## src/verilog/clock_generator_regs.vh

```
/*
 * Register offsets, field positions, reset values and encodings of the
 * clock generator control block.
 * Assumes an Avalon-MM slave with 32-bit data and byte addresses.
 */
`ifndef CLOCK_GENERATOR_REGS_VH
`define CLOCK_GENERATOR_REGS_VH

// ----------------------------------------------------------------------
// Register byte addresses
// ----------------------------------------------------------------------
`define CG_ADDR_W 4
`define CG_OFS_CTRL_ONE 4'h0
`define CG_OFS_CTRL_TWO 4'h4
`define CG_OFS_STAT_ONE 4'h8
`define CG_OFS_STAT_TWO 4'hc

// Trim lives on its own five-bit address 5'h10 beyond the four above
`define CG_ADDR_TRIM_W 5
`define CG_OFS_TRIM 5'h10
`define CG_OFS_EVENT 5'h14

// ----------------------------------------------------------------------
// Control register one fields
// ----------------------------------------------------------------------
`define CG_C1_GAIN 7
`define CG_C1_RANGE 6
`define CG_C1_EXTERNAL_REFERENCE_SELECT 5
`define CG_C1_MODE_HI 4
`define CG_C1_MODE_LO 3
`define CG_C1_OSC_IN_STOP_ENABLE 2
`define CG_C1_LOCD 1
`define CG_C1_RESET 8'h00
`define CG_C1_MASK 8'hfe

// ----------------------------------------------------------------------
// Control register two fields
// ----------------------------------------------------------------------
`define CG_C2_LOCK_LOSS_RESET_ENABLE 7
`define CG_C2_MFD_HI 6
`define CG_C2_MFD_LO 4
`define CG_C2_CLOCK_LOSS_RESET_ENABLE 3
`define CG_C2_RFD_HI 2
`define CG_C2_RFD_LO 0
`define CG_C2_RESET 8'h00

// ----------------------------------------------------------------------
// Status register one and two fields
// ----------------------------------------------------------------------
`define CG_S1_LOLS 4
`define CG_S1_LOCK 3
`define CG_S1_LOCS 2
`define CG_S1_EXTERNAL_REFERENCE_STATUS 1
`define CG_S1_IF 0
`define CG_S2_OSCILLATOR_STABLE_FLAG 0

`define CG_TRIM_RESET 8'h80

// ----------------------------------------------------------------------
// Clock mode codes
// ----------------------------------------------------------------------
`define CG_MODE_SELF 2'h0
`define CG_MODE_FEI 2'h1
`define CG_MODE_FBE 2'h2
`define CG_MODE_FEE 2'h3

// ----------------------------------------------------------------------
// Prescale, reference divisor, multiplier decode
// ----------------------------------------------------------------------
`define CG_P_LOW 7'h40
`define CG_P_HIGH 7'h01
`define CG_IRG_DIV 3'h7
`define CG_N_BASE 5'h04
`define CG_SELF_KHZ 16'h1f40

`endif

```

## src/verilog/clock_generator_mode_config.v

```verilog
/*
 * Control and status registers of the on-chip clock generator: mode
 * selection, loop multiplier and divider, oscillator options, loss of
 * lock and loss of clock responses, and internal reference trim.
 * Assumes analog status (lock, clock loss, external reference ready,
 * oscillator stable) arrives asynchronously on pins; the bus master
 * follows Avalon-MM with waitrequest on clk_in.
 */
// The register addresses and the Avalon-MM interface to the registers were chosen for this implementation.
`timescale 1ns/10ps
`include "clock_generator_regs.vh"

// Notes on behaviour
// - Reset gives self-clocked mode, about 8 MHz
// - Bus clock is half the output clock
// - Internal locked: reference/7 times 64 N over R
// - Range bit: set P=1, clear P=64
// - Mode 11: external locked, ext*P*N/R
// - Mode 01: locked on internal reference
// - Multiplier field sets N; 011 gives 10
// - Divider field: 000 by one, 001 by two
// - Cleared gain bit means low-power oscillator
// - Set reference select requests crystal oscillator in modes 10 and 11
// - Reference select ignored in internal locked mode
// - Cleared stop-enable turns oscillator off in stop
// - Control one bit zero reads zero
// - Lock loss, reset enable clear: interrupt
// - Clock loss, reset enable and LOCD clear: interrupt
// - Status one read-only except flag clear
// - Status two reports oscillator stable, read-only
// - Eight-bit trim adjusts internal reference
// - Mode 00 self-clocked, 10 bypassed external
// - Bypassed external waits for reference status
// - Range bit accepts only first write
// - Lock loss with reset enable set: reset request
module clock_generator_mode_config (
  input wire clk_in,
  input wire rst_n_in,
  input wire [4:0] avs_address_in,
  input wire avs_read_in,
  input wire avs_write_in,
  input wire [31:0] avs_writedata_in,
  input wire [3:0] avs_byteenable_in,
  output reg [31:0] avs_readdata_out,
  output wire avs_waitrequest_out,
  input wire lock_in,
  input wire lock_loss_in,
  input wire clock_loss_in,
  input wire ext_ref_ready_in,
  input wire osc_stable_in,
  input wire stop_mode_in,
  output reg [1:0] active_mode_out,
  output reg [6:0] prescale_out,
  output reg [4:0] multiplier_out,
  output reg [7:0] divisor_out,
  output reg [2:0] ref_divisor_out,
  output reg gain_select_out,
  output reg crystal_request_out,
  output reg osc_enable_out,
  output reg clock_loss_detect_out,
  output reg [7:0] trim_out,
  output reg [15:0] self_clock_khz_out,
  output reg bus_clock_half_out,
  output reg irq_out,
  output reg reset_req_out
);

  // --------------------------------------------------------------------
  // Decode helpers
  // --------------------------------------------------------------------
  function [4:0] mult_n;
    input [2:0] code;
    begin
      mult_n = `CG_N_BASE + {1'b0, code, 1'b0};
    end
  endfunction

  function [7:0] div_r;
    input [2:0] code;
    begin
      div_r = 8'h01 << code;
    end
  endfunction

  // --------------------------------------------------------------------
  // Input synchronisers
  // --------------------------------------------------------------------
  reg [5:0] sync1_q;
  reg [5:0] sync2_q;
  always @(posedge clk_in or negedge rst_n_in) begin
    if (!rst_n_in) begin
      sync1_q <= 6'h00;
      sync2_q <= 6'h00;
    end else begin
      sync1_q <= {stop_mode_in, osc_stable_in, ext_ref_ready_in,
                  clock_loss_in, lock_loss_in, lock_in};
      sync2_q <= sync1_q;
    end
  end
  wire lock_s = sync2_q[0];
  wire lol_s = sync2_q[1];
  wire loc_s = sync2_q[2];
  wire external_reference_status_s = sync2_q[3];
  wire oscillator_stable_flag_s = sync2_q[4];
  wire stop_s = sync2_q[5];

  // --------------------------------------------------------------------
  // Bus slave: one wait cycle on every access
  // --------------------------------------------------------------------
  // Wait state keeps read data registered without a combinational path
  reg ack_q;
  wire req = avs_read_in | avs_write_in;
  assign avs_waitrequest_out = req & ~ack_q;
  wire take = req & ack_q;
  wire wr = take & avs_write_in & avs_byteenable_in[0];
  wire rd = take & avs_read_in;

  always @(posedge clk_in or negedge rst_n_in) begin
    if (!rst_n_in)
      ack_q <= 1'b0;
    else
      ack_q <= req & ~ack_q;
  end

  wire [7:0] wbyte = avs_writedata_in[7:0];
  wire wr_c1 = wr && avs_address_in == {1'b0, `CG_OFS_CTRL_ONE};
  wire wr_c2 = wr && avs_address_in == {1'b0, `CG_OFS_CTRL_TWO};
  wire wr_s1 = wr && avs_address_in == {1'b0, `CG_OFS_STAT_ONE};
  wire wr_tr = wr && avs_address_in == `CG_OFS_TRIM;

  // --------------------------------------------------------------------
  // Control registers
  // --------------------------------------------------------------------
  reg [7:0] ctrl1_q;
  reg [7:0] ctrl2_q;
  reg [7:0] trim_q;
  reg range_locked_q;
  reg [1:0] mode_q;
  reg if_q;
  reg lols_q;
  reg locs_q;
  reg lol_prev_q;
  reg loc_prev_q;

  wire [1:0] req_mode = ctrl1_q[`CG_C1_MODE_HI:`CG_C1_MODE_LO];

  always @(posedge clk_in or negedge rst_n_in) begin
    if (!rst_n_in) begin
      ctrl1_q <= `CG_C1_RESET;
      ctrl2_q <= `CG_C2_RESET;
      trim_q <= `CG_TRIM_RESET;
      range_locked_q <= 1'b0;
    end else begin
      if (wr_c1) begin
        ctrl1_q[`CG_C1_GAIN] <= wbyte[`CG_C1_GAIN];
        ctrl1_q[`CG_C1_EXTERNAL_REFERENCE_SELECT] <= wbyte[`CG_C1_EXTERNAL_REFERENCE_SELECT];
        ctrl1_q[`CG_C1_MODE_HI:`CG_C1_MODE_LO] <=
          wbyte[`CG_C1_MODE_HI:`CG_C1_MODE_LO];
        ctrl1_q[`CG_C1_OSC_IN_STOP_ENABLE] <= wbyte[`CG_C1_OSC_IN_STOP_ENABLE];
        ctrl1_q[`CG_C1_LOCD] <= wbyte[`CG_C1_LOCD];
        range_locked_q <= 1'b1;
        if (!range_locked_q)
          ctrl1_q[`CG_C1_RANGE] <= wbyte[`CG_C1_RANGE];
      end
      if (wr_c2)
        ctrl2_q <= wbyte;
      if (wr_tr)
        trim_q <= wbyte;
    end
  end

  // --------------------------------------------------------------------
  // Active mode: bypassed external waits for the reference
  // --------------------------------------------------------------------
  always @(posedge clk_in or negedge rst_n_in) begin
    if (!rst_n_in)
      mode_q <= `CG_MODE_SELF;
    else if (req_mode != `CG_MODE_FBE || external_reference_status_s)
      mode_q <= req_mode;
  end

  // --------------------------------------------------------------------
  // Loss events: sticky status, set wins over clear
  // --------------------------------------------------------------------
  wire lol_rise = lol_s & ~lol_prev_q;
  wire loc_rise = loc_s & ~loc_prev_q & ~ctrl1_q[`CG_C1_LOCD];
  wire clr_if = wr_s1 & wbyte[`CG_S1_IF];
  wire lol_irq = lol_rise & ~ctrl2_q[`CG_C2_LOCK_LOSS_RESET_ENABLE];
  wire loc_irq = loc_rise & ~ctrl2_q[`CG_C2_CLOCK_LOSS_RESET_ENABLE];

  always @(posedge clk_in or negedge rst_n_in) begin
    if (!rst_n_in) begin
      lol_prev_q <= 1'b0;
      loc_prev_q <= 1'b0;
      if_q <= 1'b0;
      lols_q <= 1'b0;
      locs_q <= 1'b0;
    end else begin
      lol_prev_q <= lol_s;
      loc_prev_q <= loc_s;
      if (lol_irq || loc_irq)
        if_q <= 1'b1;
      else if (clr_if)
        if_q <= 1'b0;
      if (lol_rise)
        lols_q <= 1'b1;
      else if (clr_if)
        lols_q <= 1'b0;
      if (loc_rise)
        locs_q <= 1'b1;
      else if (clr_if)
        locs_q <= 1'b0;
    end
  end

  // --------------------------------------------------------------------
  // Read data
  // --------------------------------------------------------------------
  wire [7:0] stat1 = {3'h0, lols_q, lock_s, locs_q, external_reference_status_s, if_q};
  wire [7:0] stat2 = {7'h00, oscillator_stable_flag_s};
  reg [7:0] rmux;
  always @* begin
    case (avs_address_in)
      {1'b0, `CG_OFS_CTRL_ONE}: rmux = ctrl1_q & `CG_C1_MASK;
      {1'b0, `CG_OFS_CTRL_TWO}: rmux = ctrl2_q;
      {1'b0, `CG_OFS_STAT_ONE}: rmux = stat1;
      {1'b0, `CG_OFS_STAT_TWO}: rmux = stat2;
      `CG_OFS_TRIM: rmux = trim_q;
      default: rmux = 8'h00;
    endcase
  end

  always @(posedge clk_in or negedge rst_n_in) begin
    if (!rst_n_in)
      avs_readdata_out <= 32'h0000_0000;
    else if (avs_read_in & ~ack_q)
      avs_readdata_out <= {24'h000000, rmux};
  end

  // --------------------------------------------------------------------
  // Generator settings driven to the analog core
  // --------------------------------------------------------------------
  wire ext_locked = mode_q == `CG_MODE_FEE;
  wire int_locked = mode_q == `CG_MODE_FEI;
  wire uses_ext = mode_q[1];

  always @(posedge clk_in or negedge rst_n_in) begin
    if (!rst_n_in) begin
      active_mode_out <= `CG_MODE_SELF;
      prescale_out <= `CG_P_LOW;
      multiplier_out <= `CG_N_BASE;
      divisor_out <= 8'h01;
      ref_divisor_out <= 3'h1;
      gain_select_out <= 1'b0;
      crystal_request_out <= 1'b0;
      osc_enable_out <= 1'b0;
      clock_loss_detect_out <= 1'b0;
      trim_out <= `CG_TRIM_RESET;
      self_clock_khz_out <= `CG_SELF_KHZ;
      bus_clock_half_out <= 1'b1;
      irq_out <= 1'b0;
      reset_req_out <= 1'b0;
    end else begin
      active_mode_out <= mode_q;
      // Internal reference always uses P of 64 and divide by seven
      if (int_locked) begin
        prescale_out <= `CG_P_LOW;
        ref_divisor_out <= `CG_IRG_DIV;
      end else begin
        prescale_out <= ctrl1_q[`CG_C1_RANGE] ? `CG_P_HIGH
                                              : `CG_P_LOW;
        ref_divisor_out <= 3'h1;
      end
      multiplier_out <= mult_n(ctrl2_q[`CG_C2_MFD_HI:`CG_C2_MFD_LO]);
      divisor_out <= div_r(ctrl2_q[`CG_C2_RFD_HI:`CG_C2_RFD_LO]);
      gain_select_out <= ctrl1_q[`CG_C1_GAIN];
      crystal_request_out <= uses_ext & ctrl1_q[`CG_C1_EXTERNAL_REFERENCE_SELECT];
      osc_enable_out <= uses_ext &
                        (~stop_s | ctrl1_q[`CG_C1_OSC_IN_STOP_ENABLE]);
      clock_loss_detect_out <= ~ctrl1_q[`CG_C1_LOCD] & ext_locked;
      trim_out <= trim_q;
      self_clock_khz_out <= `CG_SELF_KHZ;
      bus_clock_half_out <= 1'b1;
      irq_out <= if_q;
      reset_req_out <= (lol_rise & ctrl2_q[`CG_C2_LOCK_LOSS_RESET_ENABLE]) |
                       (loc_rise & ctrl2_q[`CG_C2_CLOCK_LOSS_RESET_ENABLE]);
    end
  end

endmodule

```

## config.mk

```make
export PLATFORM = sky130hd
export DESIGN_NAME = clock_generator_mode_config
export DESIGN_NICKNAME = d
export VERILOG_FILES = /design/src/verilog/clock_generator_mode_config.v
export VERILOG_INCLUDE_DIRS = /design/src /design/src/verilog
export SDC_FILE = /design/constraint.sdc
export NUM_CORES = 1
export LEC_CHECK = 0
export ABC_AREA = 1
export BUFFER_PORTS_ARGS = -buffer_cell sky130_fd_sc_hd__buf_2
export CORE_MARGIN = 2
export CORE_UTILIZATION = 44
export CTS_CLUSTER_DIAMETER = 200
export DETAILED_ROUTE_END_ITERATION = 6
export GPL_TIMING_DRIVEN = 1
export PLACE_DENSITY = 0.77
export SYNTH_ARGS = -nofsm -noshare
export SYNTH_HDL_FRONTEND = slang
export SYNTH_SLANG_ARGS = --single-unit
export TNS_END_PERCENT = 50
```

## constraint.sdc

```tcl
create_clock -name clk_in -period 1.1 [get_ports clk_in]
set_clock_uncertainty 0.05 [all_clocks]
set_input_delay 0.11 -clock clk_in [delete_from_list [all_inputs] [get_ports clk_in]]
set_output_delay 0.11 -clock clk_in [all_outputs]
set_load 0.005 [all_outputs]
```

# ---- Yosys cells after proc, flatten, opt, wreduce, memory -nomap -nowiden
# Cells that the tools add are included.
dict set report op_classes {
  mux 8
  n_shift 1
  order_cmp 0
  n_mul 0
  addsub 1
  bitwise_logic 27
  n_reduce_logical 11
  div 0
  eq_ne 7
}
# op n
set op_table {}
lappend op_table {{one-hot mux 8 bit (5 select lines)} 1}
lappend op_table {{AND 1 bit} 16}
lappend op_table {{two-way mux 7 bit} 2}
lappend op_table {{== test 5 x 4 -> 1 bit, second input constant} 2}
lappend op_table {{inverter 1 bit} 8}
lappend op_table {{<< shifter 1 x 3 -> 8 bit, first input constant} 1}
lappend op_table {{nonzero test 2 bit} 3}
lappend op_table {{adder 3 x 4 -> 5 bit, first input constant} 1}
lappend op_table {{== test 5 x 3 -> 1 bit, second input constant} 1}
lappend op_table {{== test 5 bit, second input constant} 1}
lappend op_table {{zero test 5 bit} 1}
lappend op_table {{logical AND 1 bit} 4}
lappend op_table {{two-way mux 1 bit} 4}
lappend op_table {{two-way mux 3 bit} 1}
lappend op_table {{bitwise OR 1 bit} 3}
lappend op_table {{== test 2 x 1 -> 1 bit, second input constant} 1}
lappend op_table {{== test 2 bit, second input constant} 1}
lappend op_table {{logical OR 1 bit} 2}
lappend op_table {{inequality test 2 bit, second input constant} 1}
lappend op_table {{AND reduction 2 bit} 1}
dict set report word_totals {
  regBits 91
  mem_bits_rw 0
  rom_bits 0
  elab_cells 82
  latchBits 0
  output_inout_bits 89
  n_memories 0
}

# ---- Depth between registers and ports, before layout
dict set report depth {
  word_depth 8
  depth_mapped 7
  depth_no_buf 7
}

# ---- Least setup slack after synthesis
# No wires, ideal clock.
dict set report synth_timing {
  path_kind {reg2reg}
  start {register ack_q}
  end {register ctrl1_q[4]}
  stages_incl_launch_ff 7
  t_arrival_ns 0.979
  required_time_ns 0.931
  synth_period_minus_slack_ns 1.149
  setup_time_ns 0.119
  setup_slack_ns -0.049
  path_cell_list {dfrtp_1 > nand3_1 > inv_1 > nand2_2 > buf_6 > nand2_2 > o21ai_2}
}
dict set report synth_via {
  elab_chain_cells 4
}
# element line_no
set synth_rtl {}
lappend synth_rtl {{start: declaration} clock_generator_mode_config.v:111} ;# reg ack_q;
lappend synth_rtl {{start signal: assignment} clock_generator_mode_config.v:122} ;# ack_q <= req & ~ack_q;
lappend synth_rtl {{AND 1 bit} clock_generator_mode_config.v:114} ;# wire take = req & ack_q;
lappend synth_rtl {{AND 1 bit (2 in a row)} clock_generator_mode_config.v:115} ;# wire wr = take & avs_write_in & avs_byteenable_in[0];
lappend synth_rtl {{logical AND 1 bit} clock_generator_mode_config.v:126} ;# wire wr_c1 = wr && avs_address_in == {1'b0, `CG_OFS_CTRL_ONE};
lappend synth_rtl {{end signal: assignment} clock_generator_mode_config.v:149} ;# ctrl1_q <= `CG_C1_RESET;
lappend synth_rtl {{end signal: indexed assignment} clock_generator_mode_config.v:155} ;# ctrl1_q[`CG_C1_GAIN] <= wbyte[`CG_C1_GAIN];
lappend synth_rtl {{end signal: indexed assignment} clock_generator_mode_config.v:156} ;# ctrl1_q[`CG_C1_EXTERNAL_REFERENCE_SELECT] <= wbyte[`CG_C1_EXTERNAL_REFERENCE_SELECT];
lappend synth_rtl {{end: declaration} clock_generator_mode_config.v:134} ;# reg [7:0] ctrl1_q;
# No other way between the ends.
# A chain may end at the register's enable or synchronous reset.

# ---- Final worst setup path
dict set report layout_timing {
  start {register ack_q}
  end {output port avs_waitrequest_out}
}
dict set report layout_via {
  elab_chain_cells 2
}
# element line_no
set layout_rtl {}
lappend layout_rtl {{inverter 1 bit} clock_generator_mode_config.v:113} ;# assign avs_waitrequest_out = req & ~ack_q;
lappend layout_rtl {{AND 1 bit} clock_generator_mode_config.v:113}
lappend layout_rtl {{end: declaration} clock_generator_mode_config.v:45} ;# output wire avs_waitrequest_out,
# No other way between the ends.

==> flow_summary.ini <==
[global_routing]
antenna_found_initial = 0
grt_pass1_vias = 2440
track_usage_pct = 18.4
grt_overflow = 0
grt_max_degree = 33
grt_pass1_wl_mm = 12.0

[sta]
hold_violations = 0
final.period_utilization_pct = 115
fin_crit_ns = 1.27
timing.final.ws_setup_ns = -0.167
timing.final.max_slew_violations = 0
setup_violations = 40
fmax_mhz = 789
rsz0062_at_grt = true

[detailed_routing]
final_antenna_net_count = 0
wl_met1_mm = 3.20
wl_met3_um = 441
drtIter0Drc = 122
drcViolationCount = 0
via_per_inst = 4.66
dr.pass1.iters = 4
wl_per_cell_um = 14.1
wl_met2_mm = 3.93
via_count = 2564
maxUsedRoutingLayer = met4
wirelength_mm = 7.76

[power_and_ir_drop]
powerDensity_nw_per_um2 = 1440
p_leak_nw = 2.38
ir_drop_v = 0.000693
finalPower_mw = 6.44

[worst_hold_path]
holdPathEnd = ctrl1_q[4]
hold_path.class = input pin to flip-flop
min_from = avs_writedata_in[4]
whs_path_depth = 3

[critical_path]
r2r_slack_ns = -0.16
worstPathArrival_ns = 1.11
cp.required_ns = 0.94
endpoint_kind = output pin
slowest_stage = dfrtp_1
crit_type = flip-flop to output pin
cp.buffers_inverters = 2
cp_max_fo = 2
worstSetupStartpointType = flip-flop
worstReg2RegStart = ack_q
max_stage_delay_ns = 0.42
reg2reg_depth = 7
cpLargestDelayFamily = flip-flops
rr_endpoint = ctrl1_q[6]
path_cells = buf_6 > nor2_4 > buf_2

[placed_design]
dpl.hpwl_mm = 5.42
port_buffers = 64
dp_cells = 514
pre_cts_slack_ns = -0.177
placed_area_um2 = 3970
place_congestion = 0.928

[synth]
synth.area.mux_share_pct = 0
synth.cell_area_um2 = 3510
synth_top_family_by_area = simple AND/OR/NAND/NOR gates
ys_warn_count = 0
synthArstFlopShare_pct = 100
synthAdderAreaFrac_pct = 0.357
syn_inst = 329
ys_ff_latch = 83
synth-compound-area-share_pct = 7.14
syn_area_per_cell_um2 = 10.7
yosysUniqueCellTypes = 27
yosysSeqAreaShare_pct = 59.4
synth_ff_type = dfrtp_1
synth_edf_count = 0
synth_xor_area_share_pct = 0
yosys.area_share.simple_pct = 17.6

[clocking]
clock_sinks = 83
cts.root.buffer_cell = clkbuf_8
clk_latency_ns = 0.36
cts_tree = done
htreeDepth = 3
clk_pin_slew_worst_paths_ns = 0.08
numCtsBuffers = 9
cts_buffer_depth = 2

[floorplan]
core_area_um2 = 7730
ios = 140
die_w_um = 93.3
die_y_um = 93.3
num_rows = 32
dieArea_um2 = 8700
start_util_pct = 45.4

[final_layout]
final_cells = 550
drive_gt1_share_pct = 37.1
final_cell_area_um2 = 4460
area_growth_pct = 27.1
fin_nets = 495
antennaDiodeCount = 0
final_util_pct = 57.7

[status]
violations = setup timing
status = finished with violations

[run]
cap_violations = 0
==> Yosys cell counts (all sizes together), types with 2 or more instances <==
cell type / instances / share of area, %
dfstp: 5 / 3.7
nor2: 14 / 2.9
nand4: 23 / 4.1
nand3: 7 / 1.1
buf: 55 / 12
dfrtp: 78 / 56
o21ai: 31 / 6.1
inv: 31 / 3.3
nand2: 64 / 7.8
a21oi: 3 / 0.43
conb: 2 / 0.21
nor3: 10 / 1.4
o22ai: 2 / 0.36
==> cells by family (layout without fill, tap and decap cells) <==
group / after synthesis / in the layout
compound gates: 37 / 37
fa+ha+maj: 1 / 1
buf+inv: 87 / 158
flops: 83 / 83
other cells: 2 / 48
simple gates: 119 / 121
==> state kept, by name, summed over array words and instances (netlist names), 4 cells and up <==
name / count
divisor_out: 8
ctrl1_q: 7
sync2_q: 6
sync1_q: 6
trim_q: 8
trim_out: 8
avs_readdata_out: 8
ctrl2_q: 8
multiplier_out: 4
==> timing repair <==
action / in CTS / in global routing
hold buffers: 14 / 0
setup buffers: 2 / 2
setup endpoints to repair: 31 / 40
cloned: 1 / 1
endpoints found under the hold margin: 101 / 0
resized for setup: 14 / 14
pin swaps: 3 / 1
==> metrics by stage <==
stage	hold slack (ns)	setup TNS [ns]
after floorplan	-0.236	-0.287
after global placement	-0.0235	-2.66
after detailed placement	-0.0184	-3.05
after CTS	0.0186	-0.921
after global routing	0.0311	-4.56
final	0.0390	-2.91
==> layout by cell type, fill, tap and decap left out, types with 4 or more instances in the layout <==
cell | synthesis | layout
dfstp_2 | 5 | 5
inv_1 | 29 | 28
dlygate4sd3_1 | 0 | 14
nand2_2 | 8 | 12
nand4_1 | 23 | 23
o21ai_0 | 14 | 10
buf_4 | 49 | 28
o21ai_1 | 1 | 5
nor3_1 | 10 | 9
dfrtp_1 | 78 | 78
buf_2 | 3 | 63
nor2_1 | 7 | 6
conb_1 | 2 | 48
nand2_1 | 54 | 48
o21ai_2 | 16 | 16
nor2_4 | 6 | 7
clkbuf_8 | 0 | 10
nand3_1 | 6 | 4
==> worst min-delay path: stages <==
cell	delay, ns
buf_2	0.08
inv_1	0.09
o21ai_2	0.14
==> power breakdown <==
part	switching [mW]	internal, mW
Sequential	0.143	3.29
Clock	1.07	1.10
Combinational	0.471	0.369
Total	1.68	4.76
==> layout make-up <==
type / count / area [µm²]
Tap cell: 102 / 128
Sequential cell: 83 / 2080
Fill cell: 658 / 3270
Clock buffer: 11 / 141
Timing Repair Buffer: 111 / 759
Multi-Input combinational cell: 207 / 1170
Inverter: 31 / 124
Clock inverter: 5 / 52.6
==> metal layers <==
| layer | vias up | GRT usage (%) |
|---|---|---|
| met2 | 99 | 30.3 |
| met3 | 17 | 4.51 |
| met1 | 1241 | 22.8 |
| li1 | 1207 | - |
| met4 | 0 | 8.70 |
| met5 | - | 0 |
==> how the worst max path moves through the flow <==
stage | from | to | slack, ns | depth (start not counted)
global placement | avs_address_in[1] | lols_q | -0.18 | 6
detailed placement | avs_address_in[1] | lols_q | -0.18 | 6
finish | ack_q | avs_waitrequest_out | -0.17 | 3
CTS | ack_q | avs_waitrequest_out | -0.15 | 3
floorplan | ack_q | avs_readdata_out[0] | -0.03 | 4
global route | ack_q | avs_waitrequest_out | -0.21 | 3
Note: power is estimated with default switching activity, not from simulation.
